`src/sfhc_top_dummy_guard.sv`:
```
`timescale 1ns/1ps
`default_nettype none
`default_nettype wire

```
`src/sfhc_pkg.sv`:
```
package sfhc_pkg;

  // ----------------------------------------------------------------
  // Register addresses
  // ----------------------------------------------------------------
  localparam logic [7:0] ADDR_LIVE_FAULTS_MON = 8'h00;
  localparam logic [7:0] ADDR_LIVE_HEALTH     = 8'h01;
  localparam logic [7:0] ADDR_LIVE_PINS       = 8'h02;
  localparam logic [7:0] ADDR_HOST_PWR_AC     = 8'h12;
  localparam logic [7:0] ADDR_HOST_CLAMP_ALRT = 8'h13;
  localparam logic [7:0] ADDR_ALERT_SEL_A     = 8'h1A;
  localparam logic [7:0] ADDR_ALERT_SEL_B     = 8'h1B;
  localparam logic [7:0] ADDR_LAT_FAULTS_MON  = 8'h2A;
  localparam logic [7:0] ADDR_LAT_HEALTH      = 8'h2B;
  localparam logic [7:0] ADDR_LAT_PINS        = 8'h2C;

  // ----------------------------------------------------------------
  // Field positions
  // ----------------------------------------------------------------
  localparam int unsigned PWR_ON_BIT      = 1;
  localparam int unsigned AC_SENSE_BIT    = 5;
  localparam int unsigned CLAMP_REL_BIT   = 2;
  localparam int unsigned ALERT_DRIVE_BIT = 1;
  localparam int unsigned ALERT_CLR_BIT   = 0;
  localparam int unsigned REQ_PIN_BIT     = 6;
  localparam int unsigned AC_PIN_BIT      = 7;
  localparam int unsigned ORSW_OK_BIT     = 6;

  // ----------------------------------------------------------------
  // Reset values and widths
  // ----------------------------------------------------------------
  localparam logic [7:0] RST_BYTE   = 8'h00;
  localparam logic [7:0] READ_EMPTY = 8'h00;
  localparam int unsigned SYNC_W    = 25;

endpackage

```
`src/sfhc_sync.sv`:
```
`timescale 1ns/1ps
`default_nettype none

module sfhc_sync #(
  parameter int unsigned W = 1
) (
  input  wire logic         core_clk_in,
  input  wire logic         nrst_in,
  input  wire logic [W-1:0] async_in,
  output logic      [W-1:0] sync_out
);

  // ----------------------------------------------------------------
  // Two flip-flop stages
  // ----------------------------------------------------------------
  typedef struct packed {
    logic [W-1:0] stage1;
    logic [W-1:0] stage2;
  } sfhc_sync_t;

  sfhc_sync_t st_reg;
  sfhc_sync_t st_next;

  always_comb
  begin
    st_next        = st_reg;
    st_next.stage1 = async_in;
    st_next.stage2 = st_reg.stage1;
  end

  always_ff @(posedge core_clk_in or negedge nrst_in)
  begin
    if (!nrst_in)
    begin
      st_reg <= '0;
    end
    else
    begin
      st_reg <= st_next;
    end
  end

  assign sync_out = st_reg.stage2;

endmodule

`default_nettype wire

```
`src/sfhc_top.sv`:
```
// Behaviour
// - Reading a latched register clears its bits unless the fault is still present.
// - Power request pin state reads at bit 6 of the pin status register.
// - Host power-on bit 1 of 0x12 drives power-on; zero turns supply off.
// - In processor mode the request pin can be kept from the debounce block.
// - A fault selected in either alert-select mask raises the alert output.
// - Host AC-sense bit 5 of 0x12 drives line-good function; pin pass-through selectable.
// - Sensed AC state reads at bit 7 of the pin status register.
// - Bit 2 of 0x13 releases the share-bus clamp besides ramp release.
// - Bit 1 of 0x13 drives the alert output directly.
// - Writing bit 0 of 0x13 clears a latching alert output.
// - Register 0x00: monitors bits 0-4, overcurrent timeout, undervoltage, overvoltage.
// - Register 0x01: supply overvoltage, then seven active-low health flags.
// - Or-switch health low when pulse, enable, load or reverse good is false.
// - Supply health low on lockout, reference, ground or supply overvoltage fault.
// - Summary fault bit high on overvoltage, undervoltage or overcurrent.
// - Pin register bits 1-5: pulses, overcurrent, output-good, link, enable.
// - Three latched registers mirror the three live registers bit for bit.
// - Latched bits set only on a rising edge of their source.
// - Alert is the OR of flags selected by the two alert-select masks, the alert latch and bit 1 of 0x13.
`timescale 1ns/1ps
`default_nettype none

module sfhc_top (
  input  wire logic       core_clk_in,
  input  wire logic       nrst_in,
  input  wire logic [7:0] reg_addr_in,
  input  wire logic       reg_wr_in,
  input  wire logic [7:0] reg_wdata_in,
  input  wire logic       reg_rd_in,
  input  wire logic       cfg_cpu_mode_in,
  input  wire logic       cfg_request_pass_in,
  input  wire logic       cfg_ac_pass_in,
  input  wire logic       cfg_alert_latch_in,
  input  wire logic       monitor_input_one_in,
  input  wire logic       monitor_input_two_in,
  input  wire logic       monitor_input_three_in,
  input  wire logic       monitor_input_four_in,
  input  wire logic       monitor_input_five_in,
  input  wire logic       ov_fault_in,
  input  wire logic       uv_fault_in,
  input  wire logic       ocp_timeout_in,
  input  wire logic       supply_ov_in,
  input  wire logic       ext_ref_ok_in,
  input  wire logic       int_ref_ok_in,
  input  wire logic       ground_ok_in,
  input  wire logic       supply_lockout_level_in,
  input  wire logic       reverse_ok_in,
  input  wire logic       share_ok_in,
  input  wire logic       pulse_ok_in,
  input  wire logic       enable_ok_in,
  input  wire logic       load_ok_in,
  input  wire logic       ocp_sensed_in,
  input  wire logic       output_good_pin_in,
  input  wire logic       power_request_link_in,
  input  wire logic       power_enable_state_in,
  input  wire logic       power_request_pin_in,
  input  wire logic       ac_sense_in,
  input  wire logic       ramp_release_in,
  output logic      [7:0] reg_rdata_out,
  output logic            alert_output_out,
  output logic            power_on_cmd_out,
  output logic            line_good_out,
  output logic            share_bus_release_out,
  output logic            request_to_debounce_out
);

  // ----------------------------------------------------------------
  // Input synchronisers
  // ----------------------------------------------------------------
  logic [sfhc_pkg::SYNC_W-1:0] sync_q;
  logic monitor_input_one, mon2, mon3, mon4, monitor_input_five, ov_s, uv_s, ocpto_s, vddov_s;
  logic extref_s, intref_s, gnd_s, uvlo_s, rev_s, share_s, pulse_s;
  logic penok_s, loadok_s, ocpf_s, dcgood_s, link_s, pen_s, req_s, ac_s, ramp_s;

  sfhc_sync #(
    .W (sfhc_pkg::SYNC_W)
  ) u_sync (
    .core_clk_in (core_clk_in),
    .nrst_in     (nrst_in),
    .async_in    ({monitor_input_one_in, monitor_input_two_in, monitor_input_three_in,
                   monitor_input_four_in, monitor_input_five_in, ov_fault_in, uv_fault_in,
                   ocp_timeout_in, supply_ov_in, ext_ref_ok_in, int_ref_ok_in, ground_ok_in,
                   supply_lockout_level_in, reverse_ok_in, share_ok_in, pulse_ok_in,
                   enable_ok_in, load_ok_in, ocp_sensed_in, output_good_pin_in,
                   power_request_link_in, power_enable_state_in, power_request_pin_in,
                   ac_sense_in, ramp_release_in}),
    .sync_out    (sync_q)
  );

  assign {monitor_input_one, mon2, mon3, mon4, monitor_input_five, ov_s, uv_s, ocpto_s, vddov_s, extref_s, intref_s,
          gnd_s, uvlo_s, rev_s, share_s, pulse_s, penok_s, loadok_s, ocpf_s, dcgood_s,
          link_s, pen_s, req_s, ac_s, ramp_s} = sync_q;

  // ----------------------------------------------------------------
  // State
  // ----------------------------------------------------------------
  typedef struct packed {
    logic [7:0] live0;
    logic [7:0] live1;
    logic [7:0] live2;
    logic [7:0] lat0;
    logic [7:0] lat1;
    logic [7:0] lat2;
    logic [7:0] ctrl12;
    logic [7:0] ctrl13;
    logic [7:0] sel_a;
    logic [7:0] sel_b;
    logic [7:0] rdata;
    logic       alert_lat;
    logic       alert_pin;
    logic       pwr_on;
    logic       line_good;
    logic       clamp_rel;
    logic       req_deb;
  } sfhc_state_t;

  sfhc_state_t st_reg;
  sfhc_state_t st_next;

  // Rising-edge set, read clears bits whose source has gone
  function automatic logic [7:0] sfhc_latch_upd(input logic [7:0] lat,
                                                input logic [7:0] prev,
                                                input logic [7:0] now,
                                                input logic       rd);
    logic [7:0] rise;
    rise = now & ~prev;
    if (rd)
    begin
      sfhc_latch_upd = (lat & now) | rise;
    end
    else
    begin
      sfhc_latch_upd = lat | rise;
    end
  endfunction

  logic       orsw_ok;
  logic       vdd_ok;
  logic       fault_sum;
  logic [7:0] live0_n;
  logic [7:0] live1_n;
  logic [7:0] live2_n;
  logic       alert_raw;
  logic       wr12;
  logic       wr13;
  logic       alert_clr;

  always_comb
  begin
    orsw_ok   = pulse_s & penok_s & loadok_s & rev_s;
    vdd_ok    = ~uvlo_s & intref_s & extref_s & gnd_s & ~vddov_s;
    fault_sum = ov_s | uv_s | ocpf_s;
    live0_n   = {ov_s, uv_s, ocpto_s, monitor_input_one, mon2, mon3, mon4, monitor_input_five};
    live1_n   = {share_s, orsw_ok, rev_s, vdd_ok, gnd_s, intref_s, extref_s, vddov_s};
    live2_n   = {ac_s, req_s, pen_s, link_s, dcgood_s, ocpf_s, pulse_s, fault_sum};
    wr12      = reg_wr_in && (reg_addr_in == sfhc_pkg::ADDR_HOST_PWR_AC);
    wr13      = reg_wr_in && (reg_addr_in == sfhc_pkg::ADDR_HOST_CLAMP_ALRT);
    alert_clr = wr13 && reg_wdata_in[sfhc_pkg::ALERT_CLR_BIT];
    alert_raw = |(st_reg.sel_a & {ov_s, uv_s, ocpto_s, ~ac_s, ocpf_s, monitor_input_five, ~orsw_ok, ~share_s})
              | |(st_reg.sel_b & {~vdd_ok, monitor_input_one, mon2, mon3, mon4,
                                  st_reg.ctrl13[sfhc_pkg::ALERT_DRIVE_BIT], monitor_input_five, 1'b0});
  end

  always_comb
  begin
    st_next       = st_reg;
    st_next.live0 = live0_n;
    st_next.live1 = live1_n;
    st_next.live2 = live2_n;
    st_next.lat0  = sfhc_latch_upd(st_reg.lat0, st_reg.live0, live0_n,
                                   reg_rd_in && (reg_addr_in == sfhc_pkg::ADDR_LAT_FAULTS_MON));
    st_next.lat1  = sfhc_latch_upd(st_reg.lat1, st_reg.live1, live1_n,
                                   reg_rd_in && (reg_addr_in == sfhc_pkg::ADDR_LAT_HEALTH));
    st_next.lat2  = sfhc_latch_upd(st_reg.lat2, st_reg.live2, live2_n,
                                   reg_rd_in && (reg_addr_in == sfhc_pkg::ADDR_LAT_PINS));
    if (reg_wr_in)
    begin
      unique case (reg_addr_in)
        sfhc_pkg::ADDR_HOST_PWR_AC:     st_next.ctrl12 = reg_wdata_in;
        sfhc_pkg::ADDR_HOST_CLAMP_ALRT: st_next.ctrl13 = reg_wdata_in;
        sfhc_pkg::ADDR_ALERT_SEL_A:     st_next.sel_a  = reg_wdata_in;
        sfhc_pkg::ADDR_ALERT_SEL_B:     st_next.sel_b  = reg_wdata_in;
        default:                        st_next.rdata  = st_reg.rdata;
      endcase
    end
    if (reg_rd_in)
    begin
      unique case (reg_addr_in)
        sfhc_pkg::ADDR_LIVE_FAULTS_MON: st_next.rdata = st_reg.live0;
        sfhc_pkg::ADDR_LIVE_HEALTH:     st_next.rdata = st_reg.live1;
        sfhc_pkg::ADDR_LIVE_PINS:       st_next.rdata = st_reg.live2;
        sfhc_pkg::ADDR_HOST_PWR_AC:     st_next.rdata = st_reg.ctrl12;
        sfhc_pkg::ADDR_HOST_CLAMP_ALRT: st_next.rdata = st_reg.ctrl13;
        sfhc_pkg::ADDR_ALERT_SEL_A:     st_next.rdata = st_reg.sel_a;
        sfhc_pkg::ADDR_ALERT_SEL_B:     st_next.rdata = st_reg.sel_b;
        sfhc_pkg::ADDR_LAT_FAULTS_MON:  st_next.rdata = st_reg.lat0;
        sfhc_pkg::ADDR_LAT_HEALTH:      st_next.rdata = st_reg.lat1;
        sfhc_pkg::ADDR_LAT_PINS:        st_next.rdata = st_reg.lat2;
        default:                        st_next.rdata = sfhc_pkg::READ_EMPTY;
      endcase
    end
    // Alert latch, set wins over clear
    if (cfg_alert_latch_in)
    begin
      st_next.alert_lat = alert_raw | (st_reg.alert_lat & ~alert_clr);
    end
    else
    begin
      st_next.alert_lat = alert_raw;
    end
    st_next.alert_pin = st_next.alert_lat | st_next.ctrl13[sfhc_pkg::ALERT_DRIVE_BIT];
    st_next.pwr_on    = st_next.ctrl12[sfhc_pkg::PWR_ON_BIT];
    st_next.line_good = cfg_ac_pass_in ? ac_s : st_next.ctrl12[sfhc_pkg::AC_SENSE_BIT];
    st_next.clamp_rel = ramp_s | st_next.ctrl13[sfhc_pkg::CLAMP_REL_BIT];
    st_next.req_deb   = req_s & ~(cfg_cpu_mode_in & ~cfg_request_pass_in);
  end

  always_ff @(posedge core_clk_in or negedge nrst_in)
  begin
    if (!nrst_in)
    begin
      st_reg        <= '0;
      st_reg.ctrl12 <= sfhc_pkg::RST_BYTE;
      st_reg.ctrl13 <= sfhc_pkg::RST_BYTE;
      st_reg.sel_a  <= sfhc_pkg::RST_BYTE;
      st_reg.sel_b  <= sfhc_pkg::RST_BYTE;
    end
    else
    begin
      st_reg <= st_next;
    end
  end

  assign reg_rdata_out           = st_reg.rdata;
  assign alert_output_out        = st_reg.alert_pin;
  assign power_on_cmd_out        = st_reg.pwr_on;
  assign line_good_out           = st_reg.line_good;
  assign share_bus_release_out   = st_reg.clamp_rel;
  assign request_to_debounce_out = st_reg.req_deb;
endmodule

`default_nettype wire

```
`config.mk`:
```
export PLATFORM = sky130hd
export DESIGN_NAME = sfhc_top
export DESIGN_NICKNAME = d
export VERILOG_FILES = /design/src/sfhc_top_dummy_guard.sv /design/src/sfhc_pkg.sv /design/src/sfhc_sync.sv /design/src/sfhc_top.sv
export SDC_FILE = /design/constraint.sdc
export NUM_CORES = 1
export LEC_CHECK = 0
export BUFFER_PORTS_ARGS = -buffer_cell sky130_fd_sc_hd__buf_2
export CORE_ASPECT_RATIO = 1.25
export CORE_UTILIZATION = 57
export DETAILED_ROUTE_END_ITERATION = 16
export GPL_TIMING_DRIVEN = 1
export PLACE_DENSITY_LB_ADDON = 0.1
export SLEW_MARGIN = 20
export SYNTH_ARGS = -nofsm -noshare
export SYNTH_HDL_FRONTEND = slang
export SYNTH_SLANG_ARGS = --single-unit
```
`constraint.sdc`:
```
create_clock -name core_clk_in -period 2.02 [get_ports core_clk_in]
set_input_delay 0.101 -clock core_clk_in [delete_from_list [all_inputs] [get_ports core_clk_in]]
set_output_delay 0.101 -clock core_clk_in [all_outputs]
set_load 0.02 [all_outputs]
```
Word-level counts from Yosys, hierarchy flattened
Index checks and enable logic that the tools add are counted.
- bits in writable memories: 0
- memories: 0
- ROM bits: 0
- logic and storage cells: 96
- bits in latches: 0
- bits in registers: 144
- eq/ne operators: 9
- $add $sub $neg: 0
- reductions and logical operators: 12
- mux-type cells: 12
- magnitude comparators: 0
- shift operators: 0
- $mul: 0
- bitwise logic cells: 42
- div/mod/pow operators: 0
- operators by type and width (operator ; number):
    8-bit one-hot mux with 10 select lines ; 1
    8-bit AND ; 8
    8-bit 2-to-1 mux ; 7
    8-bit bitwise OR ; 6
    38-bit 2-to-1 mux ; 1
    8-bit by 5-bit equality test with 1-bit output, second input constant ; 4
    8-bit by 6-bit equality test with 1-bit output, second input constant ; 3
    8-bit NOT ; 3
    8-bit OR reduction ; 2
    1-bit AND ; 10
    1-bit NOT ; 9
    8-bit by 1-bit equality test with 1-bit output, second input constant ; 1
    8-bit by 2-bit equality test with 1-bit output, second input constant ; 1
    8-bit zero test ; 1
    2-bit AND reduction ; 4
    6-bit 2-to-1 mux ; 1
    1-bit bitwise OR ; 6
    1-bit logical AND ; 5
    1-bit 2-to-1 mux ; 2

Longest topological paths before layout
Gate-level depths: netlist of the first run.
- word-level depth: 12
- gate-level depth with buffers: 7

Hierarchy
Synthesis of the first run repeated with hierarchy kept, for this count alone.
- cell total of the unflattened synthesis: 428
- area, all modules: 5592.9 um2
- by module, submodules not included (module ; area each (um2) ; cells an instance ; seq. area each (um2) ; instances):
    sfhc_top ; 4341.7 ; 378 ; 2327.2 ; 1
    sfhc_sync ; 1251.2 ; 50 ; 1251.2 ; 1

Worst setup path after synthesis of the first run
No wires, ideal clock.
- path type: input port to flip-flop
- start point: input reg_addr_in[3]
- end point: register st_reg (netlist bit reg_rdata_out[4])
- path slack: 320 ps
- stages: 6
- required time: 1889 ps
- arrival: 1568 ps
- buffers on the path: 2
- cell sequence: clkbuf_1 buf_1 mux2_2 a22o_1 a221oi_1 a31oi_1
- longest elaborated chain between the ends: 3
- elaborated cells between the ends (all ways): 12
- RTL lines (what ; RTL line ; source):
    start: declaration ; sfhc_top.sv:27 ; input wire logic [7:0] reg_addr_in,
    8-bit by 6-bit equality test with 1-bit output, or another cell as far along ; sfhc_top.sv:189 ; unique case (reg_addr_in)
    8-bit one-hot mux with 10 select lines (*) ; sfhc_top.sv:189 ;
    8-bit 2-to-1 mux (*) ; sfhc_top.sv:187 ; if (reg_rd_in)
    end signal: assignment ; sfhc_top.sv:231 ; st_reg <= st_next;
    end: declaration ; sfhc_top.sv:118 ; sfhc_state_t st_reg;
Every way passes the cells marked *; elsewhere a longest branch is shown, timed or not.
A chain may end at the register's enable or synchronous reset.

==> metrics.yaml, run 1 <==
place:
  port-buffer-count: 61
  gp_congestion: 0.866
  dp_cells: 597
  dp_hpwl_mm: 9.10
  placed_cell_area_mm2: 0.00596
  pre_cts_ws_ns: 0.148
synthesis:
  synth-async-reset-ratio_pct: 100
  synthFlopType: "dfrtp_1"
  synth_edf_count: 0
  netlist_area_mm2: 0.00545
  synthCells: 416
  synth_nets: 465
  syn_area_per_cell_um2: 13.1
  seq_area_frac_synth_pct: 65.7
  synth-seq-cells: 143
  yosys_warnings: 0
  ys_types: 47
floorplan:
  die_h_um: 111
  die_width_um: 89.5
  initial_utilization_pct: 59.1
  rows: 39
  die-area_mm2: 0.00996
  io_pins: 62
  design.core.area_mm2: 0.00922
sta:
  hold_viol: 0
  slew_headroom_pct: 62.2
  timing.hold.ws_ns: 0.0652
  fin_crit_sh_pct: 82.9
  fin_skew_ns: 0.00472
  fin_setup_tns_ns: 0
  rsz0062_at_grt: "false"
  slew_violations: 0
  final.setup.worst_slack_ns: 0.345
  fin_crit_ns: 1.67
  setup_violations: 0
  fmax_mhz: 597
  worstMarginPinSlew_ns: 0.567
setup_path:
  cp-end-kind: "flip-flop"
  cp_max_fo: 3
  worstSetupPathType: "reg -> reg"
  required_ns: 2.31
  start_kind: "flip-flop"
  arrival_ns: 1.96
global_route:
  grt_overflow_total: 0
  grt.total_usage_pct: 29.7
  first_global_vias: 3989
  grt_pass1_wl_mm: 20.9
  grt_max_degree: 64
  antenna_found_initial: 0
layout:
  drive_above_1_share_pct: 28.5
  postLayoutCellArea_mm2: 0.00691
  syn2layout_area_growth_pct: 26.8
  n_fill_cell: 624
  final_common_cell: "dfrtp_1"
  layoutNonFillerInstCount: 667
  antenna_cells: 0
  nNetsFinal: 580
  largest_reg_flops: 81
  layout_common_cells: "143 x dfrtp_1, 60 x buf_2, 40 x mux2_2, 38 x dlygate4sd3_1, 36 x o21ai_0"
clocking:
  clockRootBuffer: "clkbuf_16"
  cts.clk_slew.worst_paths_ns: 0.06
  cts-htree-levels: 4
  cts_tree: "built"
  cts_made_buffers: 17
  clk_latency_ns: 0.42
  numClockSinks: 143
  max-clock-path-buffers: 2
power:
  p_leak_nw: 3.16
  ir_drop_mv: 0.982
  power.density_mw_per_mm2: 939
outcome:
  status: "finished clean"
drt:
  wl_per_cell_um: 19.6
  first_iter_violations: 364
  drc: 0
  drtAntennaViolNets: 0
  vias_per_cell: 5.80
  vias: 3870
  drt-pass1-iter-count: 5
  wirelength_mm: 13.1
job:
  cap_viol_max_count: 0
hold_path:
  min_path_type: "in -> reg"
==> final timing paths <==
path | cells past startpoint | end | startpoint | slack [ns]
setup reg to reg | 5 | alert_output_out | st_reg[31] | 0.35
setup / recovery | 5 | alert_output_out | st_reg[31] | 0.35
max in group asynchronous | 3 | st_reg[39] | nrst_in | 1.17
min in group asynchronous | 2 | u_sync.sync_out[4] | nrst_in | 0.24
hold reg to reg | 0 | u_sync.sync_out[23] | u_sync.st_next[23] | 0.35
hold / removal | 3 | st_reg[30] | reg_wr_in | 0.07
==> what timing repair did <==
item	CTS	global route
gates resized for setup	0	0
setup buffers	0	0
hold buffers	38	0
hold endpoints to repair	118	0
==> cell type report <==
cell class,instances,area (µm²),share of cell area (%)
repair buffers,115,837,12.1
flip-flops and latches,143,3580,51.8
clock inverters,15,150,2.17
inverters,21,78.8,1.14
clock buffers,17,425,6.15
well taps,123,154,2.23
multi-input cells,233,1690,24.4
==> power by group <==
part           switching (W)  internal (W)
clock network        0.00127       0.00173
registers          0.0000842       0.00299
logic               0.000211      0.000192
==> worst max-delay path, cell delays in order (launching register included) <==
cell and delay [ns]:
dfrtp_1 0.42, a222oi_1 0.33, o2111a_1 0.24, nand4_1 0.10
a221oi_1 0.34, nand3b_1 0.12
==> layer usage <==
metal  vias to the layer above  routed length [µm]  global-route usage (%)
met5                         -                   0                       0
li1                       1727                   -                       -
met3                        44                 878                    7.74
met1                      1932                5170                    37.5
met4                         0                 453                    15.3
met2                       167                6600                    46.7
==> synthesized netlist by cell type, drive strengths merged (2+ instances only) <==
| library cell | count | area share [%] |
|---|---|---|
| nand3b | 4 | 0.55 |
| nand4 | 6 | 0.69 |
| nor2b | 14 | 1.6 |
| a22oi | 10 | 1.4 |
| a21oi | 8 | 0.73 |
| mux2i | 9 | 1.7 |
| a221oi | 9 | 1.4 |
| dfrtp | 143 | 66 |
| nor3b | 2 | 0.28 |
| nand2 | 10 | 0.73 |
| nor3 | 7 | 0.94 |
| o21ai | 36 | 3.3 |
| a31oi | 10 | 1.1 |
| nor2 | 27 | 1.9 |
| mux2 | 41 | 8.5 |
| o22a | 8 | 1.3 |
| buf | 12 | 1.4 |
| clkbuf | 7 | 0.48 |
| and3 | 4 | 0.46 |
| a22o | 4 | 0.64 |
| nand3 | 5 | 0.46 |
| or3 | 2 | 0.23 |
| inv | 21 | 1.4 |
==> kinds of logic after synthesis <==
| kind of cell | after synthesis | share of synthesized area (%) |
|---|---|---|
| buf+inv | 40 | 3.35 |
| simple gates | 89 | 9.02 |
| mux | 51 | 10.6 |
| compound gates | 93 | 11.4 |
| flops | 143 | 65.7 |
==> through the flow <==
step / total power [W] / utilization (%)
2_1_floorplan: 0.00326 / -
3_3_place_gp: 0.00346 / 64.6
3_5_place_dp: 0.00347 / 64.6
4_1_cts: 0.00654 / 75.0
5_1_grt: 0.00671 / 75.0
6_report: 0.00649 / 75.0
Note: power is estimated with default switching activity, not from simulation.
==> run 2: changes to the inputs <==
==> constraint.sdc (replaced) <==
create_clock -name core_clk_in -period 1.7 [get_ports core_clk_in]
set_input_delay 0.085 -clock core_clk_in [delete_from_list [all_inputs] [get_ports core_clk_in]]
set_output_delay 0.085 -clock core_clk_in [all_outputs]
set_load 0.02 [all_outputs]
==> run 2 against run 1 <==
  * Clock skew rose by 0.0050 ns
  * Largest cell class unchanged
  * Sequential power rose by 19%
  * Power rose by 18%
  * Core utilization rose by 2.3 points
==> metrics.yaml, run 2 (synthesis gave the netlist of run 1 again) <==
setup_path:
  slowest_delay_ns: 0.40
  start_kind: "flip-flop"
  worstSetupPathType: "reg -> reg"
  reg2reg_to: "alert_output_out"
  cp_max_fo: 3
  reg2reg_slack_ns: 0.07
  crit_slowest_cell: "dfrtp_1"
  path_cells: "a222oi_1 -> o2111a_1 -> nand4_1 -> a221oi_2 -> buf_4 -> nand3b_1"
  reg2regPathDepth: 6
  cp-end-kind: "flip-flop"
  arrival_ns: 1.93
  r2r_start: "st_reg[31]"
  setup.worst_path.start: "st_reg[31]"
  required_ns: 2.00
  cp-endpoint: "alert_output_out"
power:
  p_clk_share_pct: 45.1
  intPower_w: 0.00588
  pwr-share-seq_pct: 47.9
  switching_share_pct: 23.1
  ir_drop_mv: 0.737
  p_leak_nw: 3.29
  power.switching_w: 0.00177
  p_comb_share_pct: 7.0
  power.density_mw_per_mm2: 1070
layout:
  layout_common_cells: "143 x dfrtp_1, 60 x buf_2, 42 x buf_4, 40 x mux2_2, 38 x dlygate4sd3_1"
  largest_reg_flops: 81
  final_common_cell: "dfrtp_1"
  layoutNonFillerInstCount: 696
  final_util_pct: 77.3
  nNetsFinal: 609
  syn2layout_area_growth_pct: 30.8
  n_fill_cell: 567
  antenna_cells: 0
  drive_above_1_share_pct: 31.9
job:
  cap_viol_max_count: 0
floorplan:
  design.core.area_mm2: 0.00922
  rows: 39
  die_width_um: 89.5
  initial_utilization_pct: 59.1
  io_pins: 62
  die-area_mm2: 0.00996
  die_h_um: 111
sta:
  final.setup.worst_slack_ns: 0.0680
  slew_headroom_pct: 68.6
  slew_violations: 0
  rsz0062_at_grt: "true"
  setup_violations: 0
  fmax_mhz: 613
  hold_viol: 0
  fin_crit_ns: 1.63
  worstMarginPinSlew_ns: 0.467
  fin_skew_ns: 0.00976
  fin_crit_sh_pct: 96.0
drt:
  first_iter_violations: 322
  wl_per_cell_um: 19.8
  drtAntennaViolNets: 0
  drc: 0
  drt-pass1-iter-count: 4
  vias: 3987
  wirelength_mm: 13.8
  vias_per_cell: 5.73
global_route:
  grt_pass1_wl_mm: 21.7
  first_global_vias: 4181
  grt_max_degree: 44
  grt.total_usage_pct: 30.9
  grt_overflow_total: 0
  antenna_found_initial: 0
clocking:
  numClockSinks: 143
  cts_setup_buffers: 0
  max-clock-path-buffers: 2
  cts_made_buffers: 17
  cts-htree-levels: 4
  clockRootBuffer: "clkbuf_16"
  clk_latency_ns: 0.42
  cts.clk_slew.worst_paths_ns: 0.06
  cts_tree: "built"
place:
  gp_congestion: 0.925
  pre_cts_ws_ns: -0.110
  port-buffer-count: 61
  dp_cells: 626
  dp_hpwl_mm: 9.54
hold_path:
  min_path_type: "in -> reg"
outcome:
  status: "finished clean"
[run 2: metrics by stage]
| stage | cell area (µm²) | total power [W] | hold WS (ns) | setup TNS [ns] |
|---|---|---|---|---|
| finish | 7130 | 0.00764 | 0.0724 | 0 |
| global route | 7130 | 0.00788 | 0.0754 | -0.0823 |
| CTS | 7120 | 0.00768 | 0.0616 | 0 |
| detailed placement | 6190 | 0.00418 | 0.00470 | -0.725 |
| global placement | 6190 | 0.00416 | 0.00152 | -0.329 |
| floorplan | 5450 | 0.00387 | -0.211 | 0 |
[run 2: worst max-delay path: cells and delay by family, from the launching register on]
family / cells / cell delay (ns)
flops: 1 / 0.40
simple gates: 2 / 0.18
compound gates: 3 / 0.80
buf+inv: 1 / 0.14
[run 2: final cells by class]
cell class / instances / area [µm²] / area share [%]
inverters: 21 / 78.8 / 1.11
clock inverters: 12 / 109 / 1.53
clock buffers: 20 / 447 / 6.27
multi-input cells: 233 / 1700 / 23.8
well taps: 123 / 154 / 2.16
repair buffers: 144 / 1070 / 15.0
flip-flops and latches: 143 / 3580 / 50.2
[run 2: worst min path at each step]
stage                    from                  to  slack [ns]  depth (start not counted)
finish              reg_wr_in          st_reg[30]        0.07                          3
global route        reg_wr_in          st_reg[30]        0.08                          3
CTS                 reg_wr_in          st_reg[30]        0.06                          3
detailed placement    nrst_in  u_sync.sync_out[6]       0.005                          1
global placement      nrst_in  u_sync.sync_out[6]       0.002                          1
floorplan             nrst_in    alert_output_out       -0.21                          0
[run 2: power by group through the flow]
stage	sequential, W	combinational [W]	clock (W)
2_1_floorplan	0.00369	0.000175	0
3_3_place_gp	0.00371	0.000446	0
3_5_place_dp	0.00372	0.000458	0
4_1_cts	0.00366	0.000530	0.00349
5_1_grt	0.00367	0.000587	0.00362
6_report	0.00366	0.000534	0.00345
[run 2: what timing repair did]
item,4_1_cts,5_1_grt
hold buffers,38,0
setup endpoints to repair,0,2
gates resized for setup,0,1
endpoints found under the hold margin,202,0
[run 2: per-layer routing]
layer	track usage, %	up-vias	part of all wire [%]
met1	39.1	2012	40
met4	16.1	0	4.4
met5	0	-	0
li1	-	1783	-
met2	49.2	147	50
met3	7.07	45	5.2
